File: src/rtl/gdpsr_pkg.sv
// Shared constants, field layouts and types for the protect/sense registers
package gdpsr_pkg;

  // Register addresses on the serial register port
  localparam logic [3:0]  ADDR_OCP_CTRL  = 4'h5;
  localparam logic [3:0]  ADDR_CSA_CTRL  = 4'h6;
  localparam logic [3:0]  ADDR_DRV_CFG   = 4'h7;
  localparam int          REG_W          = 11;

  // Reset values of the three registers
  localparam logic [10:0] OCP_CTRL_RESET = 11'h169;
  localparam logic [10:0] CSA_CTRL_RESET = 11'h283;
  localparam logic [10:0] DRV_CFG_RESET  = 11'h000;

  // Clock rate and documented times
  localparam int CLK_MHZ        = 250;
  localparam int DEAD_NS_0      = 50;
  localparam int DEAD_NS_1      = 100;
  localparam int DEAD_NS_2      = 200;
  localparam int DEAD_NS_3      = 400;
  localparam int DEG_US_0       = 1;
  localparam int DEG_US_1       = 2;
  localparam int DEG_US_2       = 4;
  localparam int DEG_US_3       = 8;
  localparam int RETRY_LONG_MS  = 8;
  localparam int RETRY_SHORT_US = 50;

  // Least times round up, never below one cycle
  function automatic int ns_to_cyc_up(input int ns);
    int c;
    c = (ns * CLK_MHZ + 999) / 1000;
    return (c < 1) ? 1 : c;
  endfunction

  localparam int DEAD_CYC_0      = ns_to_cyc_up(DEAD_NS_0);
  localparam int DEAD_CYC_1      = ns_to_cyc_up(DEAD_NS_1);
  localparam int DEAD_CYC_2      = ns_to_cyc_up(DEAD_NS_2);
  localparam int DEAD_CYC_3      = ns_to_cyc_up(DEAD_NS_3);
  localparam int DEG_CYC_0       = ns_to_cyc_up(DEG_US_0 * 1000);
  localparam int DEG_CYC_1       = ns_to_cyc_up(DEG_US_1 * 1000);
  localparam int DEG_CYC_2       = ns_to_cyc_up(DEG_US_2 * 1000);
  localparam int DEG_CYC_3       = ns_to_cyc_up(DEG_US_3 * 1000);
  localparam int RETRY_LONG_CYC  = ns_to_cyc_up(RETRY_LONG_MS * 1000000);
  localparam int RETRY_SHORT_CYC = ns_to_cyc_up(RETRY_SHORT_US * 1000);
  localparam int RETRY_W         = 22;
  localparam int DEG_W           = 11;
  localparam int DEAD_W          = 8;

  typedef enum logic [1:0] {
    OCP_LATCH  = 2'b00,
    OCP_RETRY  = 2'b01,
    OCP_REPORT = 2'b10,
    OCP_IGNORE = 2'b11
  } gdpsr_mode_type;

  typedef enum logic [1:0] {
    ST_CLEAR   = 2'b00,
    ST_LATCHED = 2'b01,
    ST_RETRY   = 2'b10
  } gdpsr_state_type;

  // Field layouts, most significant bit first, bit 10 down to bit 0
  typedef struct packed {
    logic           retry_interval_sel;
    logic [1:0]     dead_time_sel;
    gdpsr_mode_type overcurrent_response;
    logic [1:0]     overcurrent_filter;
    logic [3:0]     drain_source_trip_level;
  } gdpsr_ocp_type;

  typedef struct packed {
    logic       amp_input_select;
    logic       ref_halve;
    logic       low_side_sense_path;
    logic [1:0] amp_gain_sel;
    logic       shunt_trip_disable;
    logic       amp_a_zero;
    logic       amp_b_zero;
    logic       amp_c_zero;
    logic [1:0] shunt_trip_level;
  } gdpsr_csa_type;

  typedef struct packed {
    logic [9:0] reserved;
    logic       cal_auto;
  } gdpsr_cfg_type;

endpackage

File: src/rtl/gdpsr_deglitch.sv
// Persistence filter for one raw overcurrent comparator level
`timescale 1ns/100ps
module gdpsr_deglitch (
  input  wire logic                      ref_clk,
  input  wire logic                      arst_n,
  input  wire logic                      raw,
  input  wire logic [gdpsr_pkg::DEG_W-1:0] hold_cycles,
  output logic                           filtered
);

  logic [gdpsr_pkg::DEG_W-1:0] count;

  // Any drop of the level restarts the wait
  always_ff @(posedge ref_clk or negedge arst_n) begin
    if (!arst_n) begin
      count <= '0;
    end else if (!raw) begin
      count <= '0;
    end else if (count < hold_cycles) begin
      count <= count + 1'b1;
    end
  end

  always_ff @(posedge ref_clk or negedge arst_n) begin
    if (!arst_n) begin
      filtered <= 1'b0;
    end else begin
      filtered <= raw && (count >= hold_cycles - 1'b1);
    end
  end

endmodule // gdpsr_deglitch

File: src/rtl/gdpsr_regs.sv
// Protection and sense-amplifier configuration registers with fault policy
`timescale 1ns/100ps

// How it works
// Response 00b latches an overcurrent fault; 01b clears it after retry time.
// Response 10b only reports; 11b neither reports nor acts.
// Retry-interval bit picks 8 ms when clear, 50 us when set; resets clear.
// Dead-time code selects 50, 100, 200 or 400 ns; default 100 ns.
// Filter code sets overcurrent persistence of 1, 2, 4 or 8 us.
// Setting amplifier input select forces the low-side sense path bit to one.
// Low-side sense path bit picks shunt positive or negative pin reference.
// Reference-halve bit picks full or half reference; resets set.
// Gain code selects 5, 10, 20 or 40 V/V; default 20 V/V.
// Shunt-trip disable bit suppresses the sense overcurrent fault.
// Each amplifier zero bit shorts that amplifier's inputs for calibration.
// Shunt-trip level code sets 0.25, 0.5, 0.75 or 1 V; default 1 V.
// Calibration method bit picks manual when clear, automatic when set.
// Sense and driver configuration registers exist only with sense amplifiers.
// Overcurrent control at 0x05 and sense control at 0x06, both read/write.
// Pulse release applies only in retry mode: new PWM or retry clears fault.
// Fault-clear command clears latched faults and is a self-clearing pulse.
// While the write guard is locked, register writes here are ignored.
// Trip level passes unchanged to comparators; reserved bits read back.
module gdpsr_regs #(
  parameter bit HAS_SENSE_AMPS     = 1'b1,
  parameter int RETRY_LONG_CYCLES  = gdpsr_pkg::RETRY_LONG_CYC,
  parameter int RETRY_SHORT_CYCLES = gdpsr_pkg::RETRY_SHORT_CYC
) (
  input  wire logic                          ref_clk,
  input  wire logic                          arst_n,
  input  wire logic                          reg_wr,
  input  wire logic                          reg_rd,
  input  wire logic [3:0]                    reg_addr,
  input  wire logic [10:0]                   reg_wdata,
  output logic      [10:0]                   reg_rdata,
  output logic                               reg_rvalid,
  input  wire logic                          regs_locked,
  input  wire logic                          fault_clear_cmd,
  input  wire logic                          pulse_release_enable,
  input  wire logic                          pwm_edge,
  input  wire logic                          drain_source_overcurrent,
  input  wire logic                          shunt_overcurrent,
  output gdpsr_pkg::gdpsr_ocp_type           ocp_cfg,
  output gdpsr_pkg::gdpsr_csa_type           csa_cfg,
  output logic                               cal_auto_run,
  output logic      [gdpsr_pkg::DEAD_W-1:0]  dead_time_cycles,
  output logic      [gdpsr_pkg::DEG_W-1:0]   filter_cycles,
  output logic                               shunt_trip_enable,
  output logic                               overcurrent_reported,
  output logic                               gate_shutdown,
  output logic                               ds_fault_flag,
  output logic                               shunt_fault_flag
);

  gdpsr_pkg::gdpsr_cfg_type              drv_cfg;
  gdpsr_pkg::gdpsr_csa_type              next_csa;
  gdpsr_pkg::gdpsr_state_type            state;
  gdpsr_pkg::gdpsr_state_type            next_state;
  logic [gdpsr_pkg::RETRY_W-1:0]         retry_count;
  logic [gdpsr_pkg::RETRY_W-1:0]         retry_load;
  logic                                  write_ok;
  logic                                  ds_raw;
  logic                                  shunt_raw;
  logic                                  ds_filtered;
  logic                                  shunt_filtered;
  logic                                  oc_detect;
  logic                                  mode_acts;
  logic                                  retry_done;
  logic                                  retry_exit;

  function automatic logic [gdpsr_pkg::DEAD_W-1:0] dead_lookup(
    input logic [1:0] sel
  );
    case (sel)
      2'b00:   return gdpsr_pkg::DEAD_W'(gdpsr_pkg::DEAD_CYC_0);
      2'b01:   return gdpsr_pkg::DEAD_W'(gdpsr_pkg::DEAD_CYC_1);
      2'b10:   return gdpsr_pkg::DEAD_W'(gdpsr_pkg::DEAD_CYC_2);
      default: return gdpsr_pkg::DEAD_W'(gdpsr_pkg::DEAD_CYC_3);
    endcase
  endfunction

  function automatic logic [gdpsr_pkg::DEG_W-1:0] deg_lookup(
    input logic [1:0] sel
  );
    case (sel)
      2'b00:   return gdpsr_pkg::DEG_W'(gdpsr_pkg::DEG_CYC_0);
      2'b01:   return gdpsr_pkg::DEG_W'(gdpsr_pkg::DEG_CYC_1);
      2'b10:   return gdpsr_pkg::DEG_W'(gdpsr_pkg::DEG_CYC_2);
      default: return gdpsr_pkg::DEG_W'(gdpsr_pkg::DEG_CYC_3);
    endcase
  endfunction

  // Register writes
  // Lock field lives elsewhere, so the guard only blocks writes here
  assign write_ok = reg_wr && !regs_locked;

  // Forced on the way in, so a read shows the forced bit
  always_comb begin
    next_csa = gdpsr_pkg::gdpsr_csa_type'(reg_wdata);
    if (next_csa.amp_input_select) begin
      next_csa.low_side_sense_path = 1'b1;
    end
  end

  always_ff @(posedge ref_clk or negedge arst_n) begin
    if (!arst_n) begin
      ocp_cfg <= gdpsr_pkg::gdpsr_ocp_type'(gdpsr_pkg::OCP_CTRL_RESET);
    end else if (write_ok && reg_addr == gdpsr_pkg::ADDR_OCP_CTRL) begin
      ocp_cfg <= gdpsr_pkg::gdpsr_ocp_type'(reg_wdata);
    end
  end

  always_ff @(posedge ref_clk or negedge arst_n) begin
    if (!arst_n) begin
      csa_cfg <= gdpsr_pkg::gdpsr_csa_type'(gdpsr_pkg::CSA_CTRL_RESET);
    end else if (HAS_SENSE_AMPS && write_ok &&
                 reg_addr == gdpsr_pkg::ADDR_CSA_CTRL) begin
      csa_cfg <= next_csa;
    end
  end

  // Reserved bits keep what was written so software sees its own value
  always_ff @(posedge ref_clk or negedge arst_n) begin
    if (!arst_n) begin
      drv_cfg <= gdpsr_pkg::gdpsr_cfg_type'(gdpsr_pkg::DRV_CFG_RESET);
    end else if (HAS_SENSE_AMPS && write_ok &&
                 reg_addr == gdpsr_pkg::ADDR_DRV_CFG) begin
      drv_cfg <= gdpsr_pkg::gdpsr_cfg_type'(reg_wdata);
    end
  end

  // Register reads, one cycle after the strobe; absent addresses read zero
  always_ff @(posedge ref_clk or negedge arst_n) begin
    if (!arst_n) begin
      reg_rdata <= '0;
    end else if (reg_rd) begin
      case (reg_addr)
        gdpsr_pkg::ADDR_OCP_CTRL: reg_rdata <= ocp_cfg;
        gdpsr_pkg::ADDR_CSA_CTRL:
          reg_rdata <= HAS_SENSE_AMPS ? csa_cfg : '0;
        gdpsr_pkg::ADDR_DRV_CFG:
          reg_rdata <= HAS_SENSE_AMPS ? drv_cfg : '0;
        default:                  reg_rdata <= '0;
      endcase
    end
  end

  always_ff @(posedge ref_clk or negedge arst_n) begin
    if (!arst_n) begin
      reg_rvalid <= 1'b0;
    end else begin
      reg_rvalid <= reg_rd;
    end
  end

  // Settings handed to the analog side, all from flops
  // Registered so the analog side never sees a decode glitch
  always_ff @(posedge ref_clk or negedge arst_n) begin
    if (!arst_n) begin
      dead_time_cycles <= '0;
      filter_cycles    <= '0;
    end else begin
      dead_time_cycles <= dead_lookup(ocp_cfg.dead_time_sel);
      filter_cycles    <= deg_lookup(ocp_cfg.overcurrent_filter);
    end
  end

  // Gain, reference, sense path, zero bits and level go out as csa_cfg
  // Sense path picks the low-side compare reference pin
  // Gain code reaches the amplifiers unchanged
  // Zero bits short the amplifier inputs while set
  // Level code sets the sense comparator threshold
  assign cal_auto_run      = HAS_SENSE_AMPS && drv_cfg.cal_auto;
  assign shunt_trip_enable = HAS_SENSE_AMPS &&
                             !csa_cfg.shunt_trip_disable;

  // Overcurrent detection
  assign mode_acts = ocp_cfg.overcurrent_response != gdpsr_pkg::OCP_IGNORE;
  assign ds_raw    = drain_source_overcurrent && mode_acts;
  assign shunt_raw = shunt_overcurrent && shunt_trip_enable &&
                     mode_acts;

  // One filter per comparator so one path cannot mask the other
  // Both share one length; each restarts on its own level drop
  gdpsr_deglitch u_ds_filter (
    .ref_clk     (ref_clk),
    .arst_n      (arst_n),
    .raw         (ds_raw),
    .hold_cycles (filter_cycles),
    .filtered    (ds_filtered)
  );

  gdpsr_deglitch u_shunt_filter (
    .ref_clk     (ref_clk),
    .arst_n      (arst_n),
    .raw         (shunt_raw),
    .hold_cycles (filter_cycles),
    .filtered    (shunt_filtered)
  );

  assign oc_detect = ds_filtered || shunt_filtered;

  // Sticky flags; a new event in the clearing cycle wins over the clear
  // Report mode sets them too; only ignore mode keeps them quiet
  always_ff @(posedge ref_clk or negedge arst_n) begin
    if (!arst_n) begin
      ds_fault_flag <= 1'b0;
    end else if (ds_filtered) begin
      ds_fault_flag <= 1'b1;
    end else if (fault_clear_cmd) begin
      ds_fault_flag <= 1'b0;
    end
  end

  always_ff @(posedge ref_clk or negedge arst_n) begin
    if (!arst_n) begin
      shunt_fault_flag <= 1'b0;
    end else if (shunt_filtered) begin
      shunt_fault_flag <= 1'b1;
    end else if (fault_clear_cmd) begin
      shunt_fault_flag <= 1'b0;
    end
  end

  // Fault state machine
  // One short, since the entry edge already spends a cycle
  assign retry_load = (ocp_cfg.retry_interval_sel ?
                       gdpsr_pkg::RETRY_W'(RETRY_SHORT_CYCLES) :
                       gdpsr_pkg::RETRY_W'(RETRY_LONG_CYCLES)) -
                      1'b1;
  assign retry_done = retry_count == '0;
  assign retry_exit = retry_done ||
                      (pulse_release_enable && pwm_edge);

  always_comb begin
    next_state = state;
    case (state)
      gdpsr_pkg::ST_CLEAR: begin
        if (oc_detect) begin
          case (ocp_cfg.overcurrent_response)
            gdpsr_pkg::OCP_LATCH: next_state = gdpsr_pkg::ST_LATCHED;
            gdpsr_pkg::OCP_RETRY: next_state = gdpsr_pkg::ST_RETRY;
            default:              next_state = gdpsr_pkg::ST_CLEAR;
          endcase
        end
      end
      gdpsr_pkg::ST_LATCHED: begin
        // Report and ignore modes never hold the gates off
        // Clear loses to a persisting overcurrent
        if (ocp_cfg.overcurrent_response[1]) begin
          next_state = gdpsr_pkg::ST_CLEAR;
        end else if (fault_clear_cmd && !oc_detect) begin
          next_state = gdpsr_pkg::ST_CLEAR;
        end
      end
      gdpsr_pkg::ST_RETRY: begin
        // A switch to latch mode keeps the gates off until cleared
        if (ocp_cfg.overcurrent_response == gdpsr_pkg::OCP_LATCH) begin
          next_state = gdpsr_pkg::ST_LATCHED;
        end else if (ocp_cfg.overcurrent_response !=
                     gdpsr_pkg::OCP_RETRY) begin
          next_state = gdpsr_pkg::ST_CLEAR;
        end else if (retry_exit && !oc_detect) begin
          next_state = gdpsr_pkg::ST_CLEAR;
        end
      end
      default: next_state = gdpsr_pkg::ST_CLEAR;
    endcase
  end

  always_ff @(posedge ref_clk or negedge arst_n) begin
    if (!arst_n) begin
      state <= gdpsr_pkg::ST_CLEAR;
    end else begin
      state <= next_state;
    end
  end

  // Retry timer restarts while the condition still stands at expiry
  always_ff @(posedge ref_clk or negedge arst_n) begin
    if (!arst_n) begin
      retry_count <= '0;
    end else if (next_state == gdpsr_pkg::ST_RETRY &&
                 (state != gdpsr_pkg::ST_RETRY || retry_exit)) begin
      retry_count <= retry_load;
    end else if (state == gdpsr_pkg::ST_RETRY && !retry_done) begin
      retry_count <= retry_count - 1'b1;
    end
  end

  // Gates go off from the edge after the filtered event
  assign gate_shutdown = state != gdpsr_pkg::ST_CLEAR;

  always_ff @(posedge ref_clk or negedge arst_n) begin
    if (!arst_n) begin
      overcurrent_reported <= 1'b0;
    end else begin
      // Latch and retry report for as long as the gates are held off
      overcurrent_reported <= mode_acts &&
        (next_state != gdpsr_pkg::ST_CLEAR ||
         (ocp_cfg.overcurrent_response == gdpsr_pkg::OCP_REPORT &&
          oc_detect));
    end
  end

endmodule // gdpsr_regs

File: config.mk
export PLATFORM = sky130hd
export DESIGN_NAME = gdpsr_regs
export DESIGN_NICKNAME = d
export VERILOG_FILES = /design/src/rtl/gdpsr_pkg.sv /design/src/rtl/gdpsr_deglitch.sv /design/src/rtl/gdpsr_regs.sv
export SDC_FILE = /design/constraint.sdc
export NUM_CORES = 1
export LEC_CHECK = 0
export ABC_AREA = 1
export BUFFER_PORTS_ARGS = -buffer_cell sky130_fd_sc_hd__buf_2
export CAP_MARGIN = 15
export CORE_ASPECT_RATIO = 0.7
export CORE_MARGIN = 10
export CORE_UTILIZATION = 34
export DETAILED_ROUTE_END_ITERATION = 16
export GPL_TIMING_DRIVEN = 0
export PLACE_DENSITY = 0.62
export SLEW_MARGIN = 20
export SYNTH_ARGS = -nofsm -noshare
export SYNTH_HDL_FRONTEND = slang
export SYNTH_SLANG_ARGS = --single-unit
File: constraint.sdc
create_clock -name ref_clk -period 4.24 [get_ports ref_clk]
set_clock_uncertainty 0.2 [all_clocks]
set_input_delay 0.424 -clock ref_clk [delete_from_list [all_inputs] [get_ports ref_clk]]
set_output_delay 0.424 -clock ref_clk [all_outputs]
set_load 0.02 [all_outputs]
Yosys cells after proc, flatten, opt, wreduce, memory -nomap -nowiden --
Cells that the tools add are included.
Word-level totals: register bits after elaboration 115, output and inout port bits 59, word-level logic and storage cells 111
Operators by class: add/subtract/negate cells 5, magnitude comparators 4, eq/ne operators 17, muxes and demuxes 22, reduce and logical (&&, ||, !) cells 34
Operator list (number):
- $pmux 11 s3 | 2
- $mux 11 | 4
- $mux 22 | 2
- $add 11x1->11 const B | 2
- $ge 11x11->1 | 2
- $logic_not 22->1 | 1
- $lt 11x11->1 | 2
- $sub 21x1->22 const B | 1
- $sub 22x1->22 const B | 1
- $mux 21 | 1
- $pmux 7 s3 | 1
- $logic_and 1x1->1 | 16
- $eq 4x3->1 const B | 3
- $mux 2 | 6
- $sub 11x1->11 const B | 1
- $eq 2x2->1 const B | 5
- $reduce_bool 2->1 | 5
- $eq 2x1->1 const B | 4
- $logic_not 2->1 | 4
- $ne 2x2->1 const B | 4
- $pmux 2 s3 | 1
- $logic_not 1->1 | 4
- $logic_or 1x1->1 | 4
- $mux 1 | 4
- other kinds (2) | 2

Depth between registers and ports, before layout --
Gate-level depths: netlist (run 1).
depth after elaboration 10, mapped depth 18, gate-level depth less buffers 16

Hierarchy --
From an unflattened synthesis (run 1), not the netlist that was laid out.
Second synthesis, totals: cells, all modules 987, area total of the unflattened synthesis 7377.1 µm²
By module, submodules not included:
- gdpsr_regs | times used 1, cells each 515, area each 4271.6 µm², sequential area each 2188.3 µm²
- gdpsr_deglitch | times used 2, cells each 236, area each 1552.7 µm², sequential area each 300.3 µm²

Worst setup path after synthesis (run 1) --
Ideal clock, no wire load.
kind register to register, from register ocp_cfg[6] (netlist bit), to register retry_count[20] (netlist bit), arrival time 2.345 ns, data required time 3.923 ns, setup slack 1.577 ns, cell stages (with the launch flop) 15, path buffers 2, cell sequence dfstp_2 inv_1 nor3_2 nand3_4 buf_6 buf_6 nand2_1 ha_1 nand2_1 nor2_1 nand2_2 nor2_8 nand3_1 nand3_1 nand2_1
Between the ends: word-level cells in the longest chain between the ends 7, elaborated cells between the ends (all ways) 12, those cells by class eq/ne: 3; mux: 6; reduce/logical: 3
Ends and longest elaborated chain:
- from (decl) | RTL line gdpsr_regs.sv:43 | output gdpsr_pkg::gdpsr_ocp_type ocp_cfg,
- from (signal assigned) | RTL line gdpsr_regs.sv:107 | ocp_cfg <= gdpsr_pkg::gdpsr_ocp_type'(gdpsr_pkg::OCP_CTRL_RESET);
- from (signal assigned) | RTL line gdpsr_regs.sv:109 | ocp_cfg <= gdpsr_pkg::gdpsr_ocp_type'(reg_wdata);
- $eq 2x1->1, or another cell as far along | RTL line gdpsr_regs.sv:240 | case (ocp_cfg.overcurrent_response)
- $pmux 2 s2 or $mux 2 (tied branches) | RTL line gdpsr_regs.sv:240, gdpsr_regs.sv:260
- $mux 2, on equally long branches | RTL line gdpsr_regs.sv:239, gdpsr_regs.sv:258
- $pmux 2 s3 (*) | RTL line gdpsr_regs.sv:237 | case (state)
- $eq 2x2->1 (*) | RTL line gdpsr_regs.sv:283 | end else if (next_state == gdpsr_pkg::ST_RETRY &&
- $logic_and 1x1->1 (*) | RTL line gdpsr_regs.sv:283
- $mux 22 or $reduce_bool 2->1 (tied branches)
- to (signal assigned) | RTL line gdpsr_regs.sv:285 | retry_count <= retry_load;
- to (signal assigned) | RTL line gdpsr_regs.sv:287 | retry_count <= retry_count - 1'b1;
- to (decl) | RTL line gdpsr_regs.sv:59 | logic [gdpsr_pkg::RETRY_W-1:0] retry_count;
Every way passes the cells marked *; elsewhere a longest branch is shown, timed or not. A chain may end at the register's enable or synchronous reset.

Worst setup path after layout (run 1) --
from register retry_count[9] (netlist bit), to register retry_count[16] (netlist bit)
Between the ends: word-level cells in the longest chain between the ends 10, elaborated cells between the ends (all ways) 16, those cells by class add/sub: 1; eq/ne: 1; mux: 6; reduce/logical: 8
Ends and longest elaborated chain:
- $logic_not 22->1 | RTL line gdpsr_regs.sv:231 | assign retry_done = retry_count == '0;
- $logic_or 1x1->1 | RTL line gdpsr_regs.sv:232 | assign retry_exit = retry_done ||
- $logic_and 1x1->1 | RTL line gdpsr_regs.sv:263 | end else if (retry_exit && !oc_detect) begin
- $mux 2 | RTL line gdpsr_regs.sv:263
- $mux 2 | RTL line gdpsr_regs.sv:260 | end else if (ocp_cfg.overcurrent_response !=
- $mux 2 | RTL line gdpsr_regs.sv:258 | if (ocp_cfg.overcurrent_response == gdpsr_pkg::OCP_LATCH) begin
- $pmux 2 s3 | RTL line gdpsr_regs.sv:237
- $eq 2x2->1 | RTL line gdpsr_regs.sv:283
- $logic_and 1x1->1 | RTL line gdpsr_regs.sv:283
- $mux 22 or $reduce_bool 2->1 (tied branches)
Several ways; a longest one is shown, not always the timed one. The select of a mux whose other input is x is not followed.

==> impl_metrics.env, run 1 <==
export IMPL_drtAntennaViolNets=0
export IMPL_yosys_warnings=0
export IMPL_drv_slew=0
export IMPL_layout_min_cycle_time_ps=2970
export IMPL_synth_cells=793
export IMPL_synthDominantCellAreaShare=0.397
export IMPL_rows=41
export IMPL_arrival_ps=3000
export IMPL_dr_total_vias=5510
export IMPL_critPathMaxStageDelay_ps=440
export IMPL_synth_main_ff_cell="dfrtp_1"
export IMPL_startpoint_type="register"
export IMPL_nFillCells=1856
export IMPL_grt_usage=0.143
export IMPL_io_pins=84
export IMPL_h_tree_depth=3
export IMPL_p_per_area_nw_per_um2=356
export IMPL_antenna_found_initial=0
export IMPL_r2r_start="retry_count[9]"
export IMPL_slowest_stage="dfrtp_1"
export IMPL_final_setup_viol_count=0
export IMPL_drt_vias_per_instance=4.88
export IMPL_peakVddDrop_mv=0.243
export IMPL_crit_fanout=10
export IMPL_drtPass1Iterations=5
export IMPL_wl_per_cell_um=15.4
export IMPL_nets=962
export IMPL_cts_setup_buffers=0
export IMPL_crit_path_cell_trace="nor2_1 > nand2_1 > nor2_1 > nand3_2 > nand3_2 > nand3_4 > buf_6 > buf_6 > nand2_1 > ha_1 > nand2_1 > nor2_1 > nand2_2 > nor2_8 > nand2_1 > nor2_1 > o21ai_1"
export IMPL_ys_ff_latch=111
export IMPL_max_freq_mhz=337
export IMPL_hold_class="primary input to register"
export IMPL_clk_pin_slew_ps=80
export IMPL_diodes=0
export IMPL_drive_gt1_frac=0.174
export IMPL_finalCritPeriodShare=0.700
export IMPL_end_kind="register"
export IMPL_worst_hold_slack_ps=114
export IMPL_grt_start_max_net_pins=63
export IMPL_wl_um=17400
export IMPL_cap_violations=0
export IMPL_worst_slew_pin_slew_ps=693
export IMPL_fp_coreArea_um2=18300
export IMPL_drc=0
export IMPL_seq_area_frac_synth=0.434
export IMPL_cts_buffers=9
export IMPL_worstSkewPairLatency_ps=360
export IMPL_status="finished clean"
export IMPL_critPathLaunch="retry_count[9]"
export IMPL_worstSetupPathType="register to register"
export IMPL_leakage_uw=0.00396
export IMPL_rsz0062_at_grt="false"
export IMPL_async_flop_share=1.00
export IMPL_cts_root_buf="clkbuf_16"
export IMPL_synth_most_common_cell="nand2_1"
export IMPL_fp_dieH_um=135
export IMPL_die_w_um=184
export IMPL_ys_top_cells_by_area="dfrtp_1 40%, nand2_1 11%, ha_1 9.3%"
export IMPL_gr_total_overflow=0
export IMPL_critPathRequiredTime_ps=4270
export IMPL_hold_viol=0
export IMPL_die_area_um2=24900
export IMPL_start_util=0.351
export IMPL_syn_cell_area_um2=6430
export IMPL_yosysTopAreaCell="dfrtp_1"
export IMPL_worst_path_buf_inv=2
export IMPL_place_gp_congestion=0.853
export IMPL_cts_tree="yes"
export IMPL_slew_limit_headroom=0.538
export IMPL_yosys_cell_types_count=40
export IMPL_synth_edf_count=0
export IMPL_cts_path_max_buffers=2
export IMPL_min_from="reg_wdata[0]"
export IMPL_synth_avg_cell_area_um2=8.11
export IMPL_synth_common_cells="192 x nand2_1, 102 x dfrtp_1, 90 x inv_1"
export IMPL_crit_family="simple AND/OR/NAND/NOR gates"
export IMPL_grt_pass1_wl_um=28500
export IMPL_io_buffers=81
export IMPL_grt_pass1_vias=5283
export IMPL_area_growth_pct=16.3
export IMPL_clkSinkCount=111
export IMPL_setup_tns_final_ps=0
export IMPL_post_dp_hpwl_um=13100
export IMPL_drt_iter0_drc=366
==> cell type report <==
class | instances | area (um2) | area share
buffer | 21 | 121 | 0.0162
inverter | 97 | 364 | 0.0487
multi-input combinational | 565 | 3160 | 0.423
clock inverter | 5 | 46.3 | 0.00619
tap | 236 | 295 | 0.0395
timing repair buffer | 84 | 459 | 0.0614
sequential | 111 | 2790 | 0.373
clock buffer | 11 | 243 | 0.0325
==> registers in the layout, indices dropped and copies added (netlist names) <==
name and cells:
cal_auto_run 1, csa_cfg 11, dead_time_cycles 6, drv_cfg 10, ds_fault_flag 1, filter_cycles 9
ocp_cfg 11, overcurrent_reported 1, reg_rdata 11, reg_rvalid 1, retry_count 22, shunt_fault_flag 1
state 2, u_ds_filter.count 11, u_ds_filter.filtered 1, u_shunt_filter.count 11, u_shunt_filter.filtered 1
==> tightest hold or removal path: cells and delay by family <==
family / cells / cell delay, ps
AO/OA/AOI/OAI: 1 / 80
buffers and inverters: 2 / 150
==> power by group <==
group | switching (uW) | internal (uW)
sequential | 94.1 | 1170
clock | 433 | 430
combinational | 355 | 183
==> path summary, 6_finish.rpt <==
path | to | slack (ps) | cells after the start
worst max-delay path | retry_count[16] | 1270 | 17
worst min-delay path | csa_cfg[0] | 110 | 3
worst max register to register | retry_count[16] | 1270 | 17
worst min register to register | shunt_fault_flag | 280 | 1
max in group asynchronous | csa_cfg[9] | 2730 | 3
min in group asynchronous | retry_count[21] | 370 | 2
==> cells by family (layout without fill, tap and decap cells) <==
family,Yosys count,after routing,synth area share
compound gates,123,123,0.104
xor+xnor,13,13,0.0177
fa+ha+maj,48,48,0.0934
buf+inv,118,218,0.0755
flops,111,111,0.434
mux,11,11,0.0193
other cells,2,3,0.00117
simple gates,367,367,0.255
==> layout by cell type, fill, tap and decap left out, types with 7 or more instances in the layout <==
cell type and instances:
nand2_1 192, dfrtp_1 102, inv_1 90, buf_2 81
nor2_1 70, o21ai_0 63, nand3_1 56, ha_1 48
a21oi_1 33, clkbuf_1 13, nor3_1 11, xor2_1 11
mux2_2 11, nand4_1 9, clkbuf_16 9, dfstp_2 9
o211ai_1 8, o21bai_1 7
==> metrics by stage <==
step	util	setup WS (ps)	cells	power [uW]	area, um2
after floorplan	-	1580	794	1600	6440
after global placement	0.390	1060	1111	1810	7140
after detailed placement	0.392	1300	1112	1830	7170
after CTS	0.408	1280	1130	2710	7480
after global routing	0.408	1030	1130	2830	7480
final	0.408	1270	1130	2670	7480
==> metal layers <==
layer | wire length, um | global-route usage
met5 | 0 | 0
met4 | 218 | 0.0386
met3 | 1460 | 0.0480
met2 | 6830 | 0.190
met1 | 8850 | 0.210
==> repair_timing <==
item	4_1_cts	5_1_grt
setup endpoints to repair	0	0
resized for setup	0	0
hold buffers	2	0
hold endpoints to repair	49	0
No activity file was read; power rests on OpenSTA's default activity.
==> run 2: changes to the inputs <==
--- a/config.mk
+++ b/config.mk
@@ -13,7 +13,7 @@
 export CORE_UTILIZATION = 34
 export DETAILED_ROUTE_END_ITERATION = 16
 export GPL_TIMING_DRIVEN = 0
-export PLACE_DENSITY = 0.62
+export PLACE_DENSITY = 0.64
 export SLEW_MARGIN = 20
 export SYNTH_ARGS = -nofsm -noshare
 export SYNTH_HDL_FRONTEND = slang
==> constraint.sdc (replaced) <==
create_clock -name ref_clk -period 2.7 [get_ports ref_clk]
set_clock_uncertainty 0.2 [all_clocks]
set_input_delay 0.27 -clock ref_clk [delete_from_list [all_inputs] [get_ports ref_clk]]
set_output_delay 0.27 -clock ref_clk [all_outputs]
set_load 0.02 [all_outputs]
==> run 2 against run 1 <==
Count of clock-buffer cells in the layout stayed put; die area stayed put; combinational power is 61% higher; worst setup slack worse by 1200 ps; via count is 2.8% higher; maximum frequency is 14% higher; sequential cell count stayed put; worst hold slack worse by 100 ps; largest cell class unchanged; highest routed layer unchanged.
==> impl_metrics.env, run 2 (synthesized netlist as in run 1, its figures left out) <==
export IMPL_antenna_found_initial=0
export IMPL_slowest_stage="dfrtp_1"
export IMPL_gr_usage_met1=0.208
export IMPL_nFillCells=1811
export IMPL_grt_start_max_net_pins=77
export IMPL_hold_class="primary input to register"
export IMPL_final_common_cell="nand2_1"
export IMPL_layout_min_cycle_time_ps=2600
export IMPL_die_w_um=184
export IMPL_largest_register_ff_count=22
export IMPL_worst_slew_pin_slew_ps=709
export IMPL_setup_ws_ps=102
export IMPL_p_per_area_nw_per_um2=527
export IMPL_end_kind="register"
export IMPL_drv_slew=0
export IMPL_critPathRequiredTime_ps=2740
export IMPL_use_met2=0.200
export IMPL_cts_buffers=9
export IMPL_drtPass1Iterations=5
export IMPL_cts_path_max_buffers=2
export IMPL_crit_fanout=10
export IMPL_grt_pass1_vias=5464
export IMPL_drtAntennaViolNets=0
export IMPL_rsz0062_at_grt="true"
export IMPL_final_setup_viol_count=0
export IMPL_crit_top_cell="nand2_4"
export IMPL_p_clk_frac=0.318
export IMPL_crit_family="simple AND/OR/NAND/NOR gates"
export IMPL_grt_usage=0.144
export IMPL_io_pins=84
export IMPL_cts_tree="yes"
export IMPL_drt_vias_per_instance=4.87
export IMPL_peakVddDrop_mv=0.387
export IMPL_cts_root_buf="clkbuf_16"
export IMPL_grt_pass1_wl_um=28700
export IMPL_fp_coreArea_um2=18300
export IMPL_arrival_ps=2640
export IMPL_drt_iter0_drc=380
export IMPL_worstSkewPairLatency_ps=360
export IMPL_hold_viol=0
export IMPL_drive_gt1_frac=0.234
export IMPL_r2r_cells=17
export IMPL_largest_register="retry_count"
export IMPL_mostFrequentLayoutCells="187 x nand2_1, 98 x dfrtp_1, 87 x inv_1"
export IMPL_finalCritPeriodShare=0.962
export IMPL_switching_share=0.327
export IMPL_r2r_start="retry_count[13]"
export IMPL_place_ws_ps=-250
export IMPL_nets=996
export IMPL_clkSinkCount=111
export IMPL_finalPower_uw=4190
export IMPL_rows=41
export IMPL_io_buffers=81
export IMPL_whs_path_depth=3
export IMPL_wl_um=17500
export IMPL_combPwrFrac=0.207
export IMPL_worst_path_buf_inv=2
export IMPL_start_util=0.351
export IMPL_post_dp_hpwl_um=13200
export IMPL_startpoint_type="register"
export IMPL_intPower_uw=2820
export IMPL_place_gp_congestion=0.902
export IMPL_dr_total_vias=5666
export IMPL_leakage_uw=0.00417
export IMPL_multi_input_area_um2=3320
export IMPL_final_cells=1164
export IMPL_max_freq_mhz=385
export IMPL_cap_violations=0
export IMPL_path_depth=17
export IMPL_h_tree_depth=3
export IMPL_p_sw_uw=1370
export IMPL_status="finished clean"
export IMPL_crit_path_cell_trace="nor2_1 > nand2_1 > nor2_4 > nand3_2 > nand3_4 > nand3_4 > buf_12 > buf_12 > nand2_4 > ha_4 > nand2_4 > nor2_4 > nand2_4 > nor2_8 > nand2_1 > nor2_1 > o21ai_1"
export IMPL_min_from="reg_wdata[7]"
export IMPL_register_area_um2=2790
export IMPL_die_area_um2=24900
export IMPL_slew_limit_headroom=0.527
export IMPL_diodes=0
export IMPL_fp_dieH_um=135
export IMPL_power_frac_seq=0.475
export IMPL_drc=0
export IMPL_critPathLaunch="retry_count[13]"
export IMPL_wl_per_cell_um=15.1
export IMPL_gr_total_overflow=0
export IMPL_use_met3=0.0466
export IMPL_placedCellCount=1112
export IMPL_busiest_layer="met1"
export IMPL_critPathMaxStageDelay_ps=380
export IMPL_area_growth_pct=23.5
export IMPL_worstSetupPathType="register to register"
export IMPL_setup_tns_final_ps=0
export IMPL_clk_pin_slew_ps=80
-- run 2: cell count changes in the layout (fill, tap and decap cells not counted), moves of 5 or more --
cell           change
nor2_2             +7
nand2_1            -5
dlygate4sd3_1      +8
buf_4             +26
nand3_1            -5
nor2_1            -11
-- run 2: final cells by class --
class,instances,share of cell area
Multi-Input combinational cell,565,0.418
Sequential cell,111,0.352
Timing Repair Buffer,118,0.0925
Inverter,97,0.0462
Tap cell,236,0.0372
Clock buffer,11,0.0306
Buffer,21,0.0175
Clock inverter,5,0.00646
-- run 2: final timing paths --
path                              endpoint  slack (ps)
setup / recovery           retry_count[16]         100
hold / removal                  csa_cfg[7]          10
setup reg to reg           retry_count[16]         100
hold reg to reg              ds_fault_flag         270
max in group asynchronous       ocp_cfg[8]        1400
min in group asynchronous  retry_count[11]         180
-- run 2: worst register-to-register path: stages (launching register included) --
cell	delay (ps)
dfrtp_1	380
nor2_1	120
nand2_1	100
nor2_4	150
nand3_2	120
nand3_4	100
nand3_4	100
buf_12	170
buf_12	140
nand2_4	70
ha_4	150
nand2_4	80
nor2_4	130
nand2_4	90
nor2_8	170
nand2_1	60
nor2_1	90
o21ai_1	70
-- run 2: timing repair --
item | 4_1_cts | 5_1_grt
buffers inserted | 9 | 17
setup endpoints to repair | 9 | 21
gates resized for setup | 14 | 39
hold buffers | 10 | 0
hold endpoints to repair | 49 | 0
pin swaps | 5 | 16
-- run 2: per-stage QoR --
stage                      util  hold slack (ps)  area, um2
final                     0.434             13.1       7940
after global routing      0.434             23.4       7940
after CTS                 0.420             13.7       7690
after detailed placement  0.392            0.280       7170
after global placement    0.390              232       7140
after floorplan               -             -226       6440
-- run 2: layer usage --
layer	vias up	part of all wire
met2	156	0.41
met5	-	0
met3	11	0.074
met4	0	0.0079
li1	2841	-
met1	2658	0.51
-- run 2: power by group through the flow --
stage / Combinational [uW] / Sequential, uW / Clock, uW
CTS: 869 / 1990 / 1380
finish: 867 / 1990 / 1330
detailed placement: 854 / 2020 / 0
global placement: 834 / 2010 / 0
floorplan: 371 / 2130 / 0
global route: 982 / 2020 / 1450
==> run 3: changes to the inputs <==
--- a/config.mk
+++ b/config.mk
@@ -12,7 +12,6 @@
 export CORE_MARGIN = 10
 export CORE_UTILIZATION = 34
 export DETAILED_ROUTE_END_ITERATION = 16
-export GPL_TIMING_DRIVEN = 0
 export PLACE_DENSITY = 0.64
 export SLEW_MARGIN = 20
 export SYNTH_ARGS = -nofsm -noshare
==> constraint.sdc (replaced) <==
create_clock -name ref_clk -period 2.7 [get_ports ref_clk]
set_clock_uncertainty 0.2 [all_clocks]
set_input_delay 0.135 -clock ref_clk [delete_from_list [all_inputs] [get_ports ref_clk]]
set_output_delay 0.135 -clock ref_clk [all_outputs]
set_load 0.02 [all_outputs]
==> run 3 against run 2 <==
Total power is 0.87% higher; sequential cell count stayed put; core utilization is 0.70 points lower; worst hold slack better by 91 ps; clock power hardly changed; die area stayed put; sequential share of layout area is 0.54 points higher; via count is 1.8% lower; highest routed layer unchanged.
==> impl_metrics.env, run 3 (synthesized netlist as in run 1, its figures left out) <==
export IMPL_rows=41
export IMPL_worstSkewPairLatency_ps=360
export IMPL_fp_coreArea_um2=18300
export IMPL_largest_register="retry_count"
export IMPL_cts_buffers=9
export IMPL_die_w_um=184
export IMPL_critPathRequiredTime_ps=2760
export IMPL_wl_um=17300
export IMPL_die_area_um2=24900
export IMPL_max_freq_mhz=392
export IMPL_drtPass1Iterations=6
export IMPL_slowest_stage="dfrtp_2"
export IMPL_place_gp_congestion=0.920
export IMPL_crit_fanout=7
export IMPL_dr_total_vias=5563
export IMPL_finish_utilization=0.427
export IMPL_drc=0
export IMPL_area_growth_pct=21.5
export IMPL_finalPower_uw=4230
export IMPL_worst_slew_pin_slew_ps=681
export IMPL_largest_register_ff_count=22
export IMPL_drt_iter0_drc=415
export IMPL_gr_usage_met1=0.204
export IMPL_placedCellCount=1114
export IMPL_use_met3=0.0429
export IMPL_worstSetupPathType="register to register"
export IMPL_grt_usage=0.138
export IMPL_h_tree_depth=3
export IMPL_antenna_found_initial=0
export IMPL_slew_limit_headroom=0.546
export IMPL_fp_dieH_um=135
export IMPL_drv_slew=0
export IMPL_hold_class="primary input to register"
export IMPL_crit_family="simple AND/OR/NAND/NOR gates"
export IMPL_use_met2=0.187
export IMPL_finalCritPeriodShare=0.946
export IMPL_place_ws_ps=-46.9
export IMPL_peakVddDrop_mv=0.377
export IMPL_worst_path_buf_inv=4
export IMPL_crit_path_cell_trace="nor2_2 > nand2_1 > nor2_2 > nand3_2 > nand3_4 > nand3_4 > buf_4 > nand2_1 > inv_1 > nor2_1 > nand2_1 > inv_2 > buf_4 > nand3_1 > nand3_1 > nand2_1"
export IMPL_cts_path_max_buffers=2
export IMPL_grt_pass1_vias=5151
export IMPL_crit_top_cell="nand2_1"
export IMPL_drive_gt1_frac=0.215
export IMPL_arrival_ps=2610
export IMPL_leakage_uw=0.00412
export IMPL_final_common_cell="nand2_1"
export IMPL_cts_root_buf="clkbuf_16"
export IMPL_final_setup_viol_count=0
export IMPL_busiest_layer="met1"
export IMPL_critPathMaxStageDelay_ps=450
export IMPL_status="finished clean"
export IMPL_layout_min_cycle_time_ps=2550
export IMPL_setup_tns_final_ps=0
export IMPL_diodes=0
export IMPL_gr_total_overflow=0
export IMPL_post_dp_hpwl_um=13300
export IMPL_grt_start_max_net_pins=50
export IMPL_nFillCells=1813
export IMPL_nets=985
export IMPL_startpoint_type="register"
export IMPL_start_util=0.351
export IMPL_grt_pass1_wl_um=27600
export IMPL_io_pins=84
export IMPL_end_kind="register"
export IMPL_rsz0062_at_grt="true"
export IMPL_drt_vias_per_instance=4.82
export IMPL_setup_ws_ps=147
export IMPL_clk_pin_slew_ps=80
export IMPL_p_per_area_nw_per_um2=541
export IMPL_wl_per_cell_um=15.0
export IMPL_cts_tree="yes"
export IMPL_clkSinkCount=111
export IMPL_final_cells=1153
export IMPL_io_buffers=81
export IMPL_cap_violations=0
export IMPL_drtAntennaViolNets=0
export IMPL_mostFrequentLayoutCells="190 x nand2_1, 100 x dfrtp_1, 88 x inv_1"
export IMPL_hold_viol=0
## run 3: what timing repair did
action                                 CTS  global route
setup endpoints to repair                3            21
gates resized for setup                  1            26
hold buffers                            15             0
endpoints found under the hold margin   84             0
pin swaps                                0             5
buffers inserted                         0             8
## run 3: worst min-delay path: stages
cell	delay, ps
buf_2	70
nand2_1	100
nand3_4	130
o21ai_0	80
nand2_1	60
inv_1	50
## run 3: metal layers
layer / part of all wire / vias up
met1: 0.50 / 2550
met4: 0.012 / 0
li1: - / 2815
met2: 0.41 / 183
met3: 0.074 / 15
met5: 0 / -
## run 3: per-stage QoR
step,instance area [um2],hold slack (ps)
floorplan,6440,-361
global placement,7220,30.5
detailed placement,7220,25.9
CTS,7670,92.9
global route,7820,155
finish,7820,104
## run 3: layout make-up
type,count,area [um2],area share
tap,236,295,0.0378
sequential,111,2790,0.357
timing repair buffer,128,823,0.105
multi-input combinational,565,3250,0.415
inverter,97,364,0.0466
clock buffer,12,256,0.0328
clock inverter,4,37.5,0.00480
## run 3: worst paths after layout
check,startpoint,endpoint,slack (ps),cells after the start
setup / recovery,retry_count[13],retry_count[15],150,16
hold / removal,pwm_edge,state[1],100,6
setup reg to reg,retry_count[13],retry_count[15],150,16
min in group asynchronous,arst_n,retry_count[20],160,2
hold reg to reg,u_ds_filter.filtered,ds_fault_flag,280,1
max in group asynchronous,arst_n,ocp_cfg[5],1330,3
## run 3: power breakdown
group / switching [uW] / internal, uW / total [uW]
sequential: 127 / 1840 / 1970
combinational: 586 / 317 / 903
clock: 662 / 693 / 1360
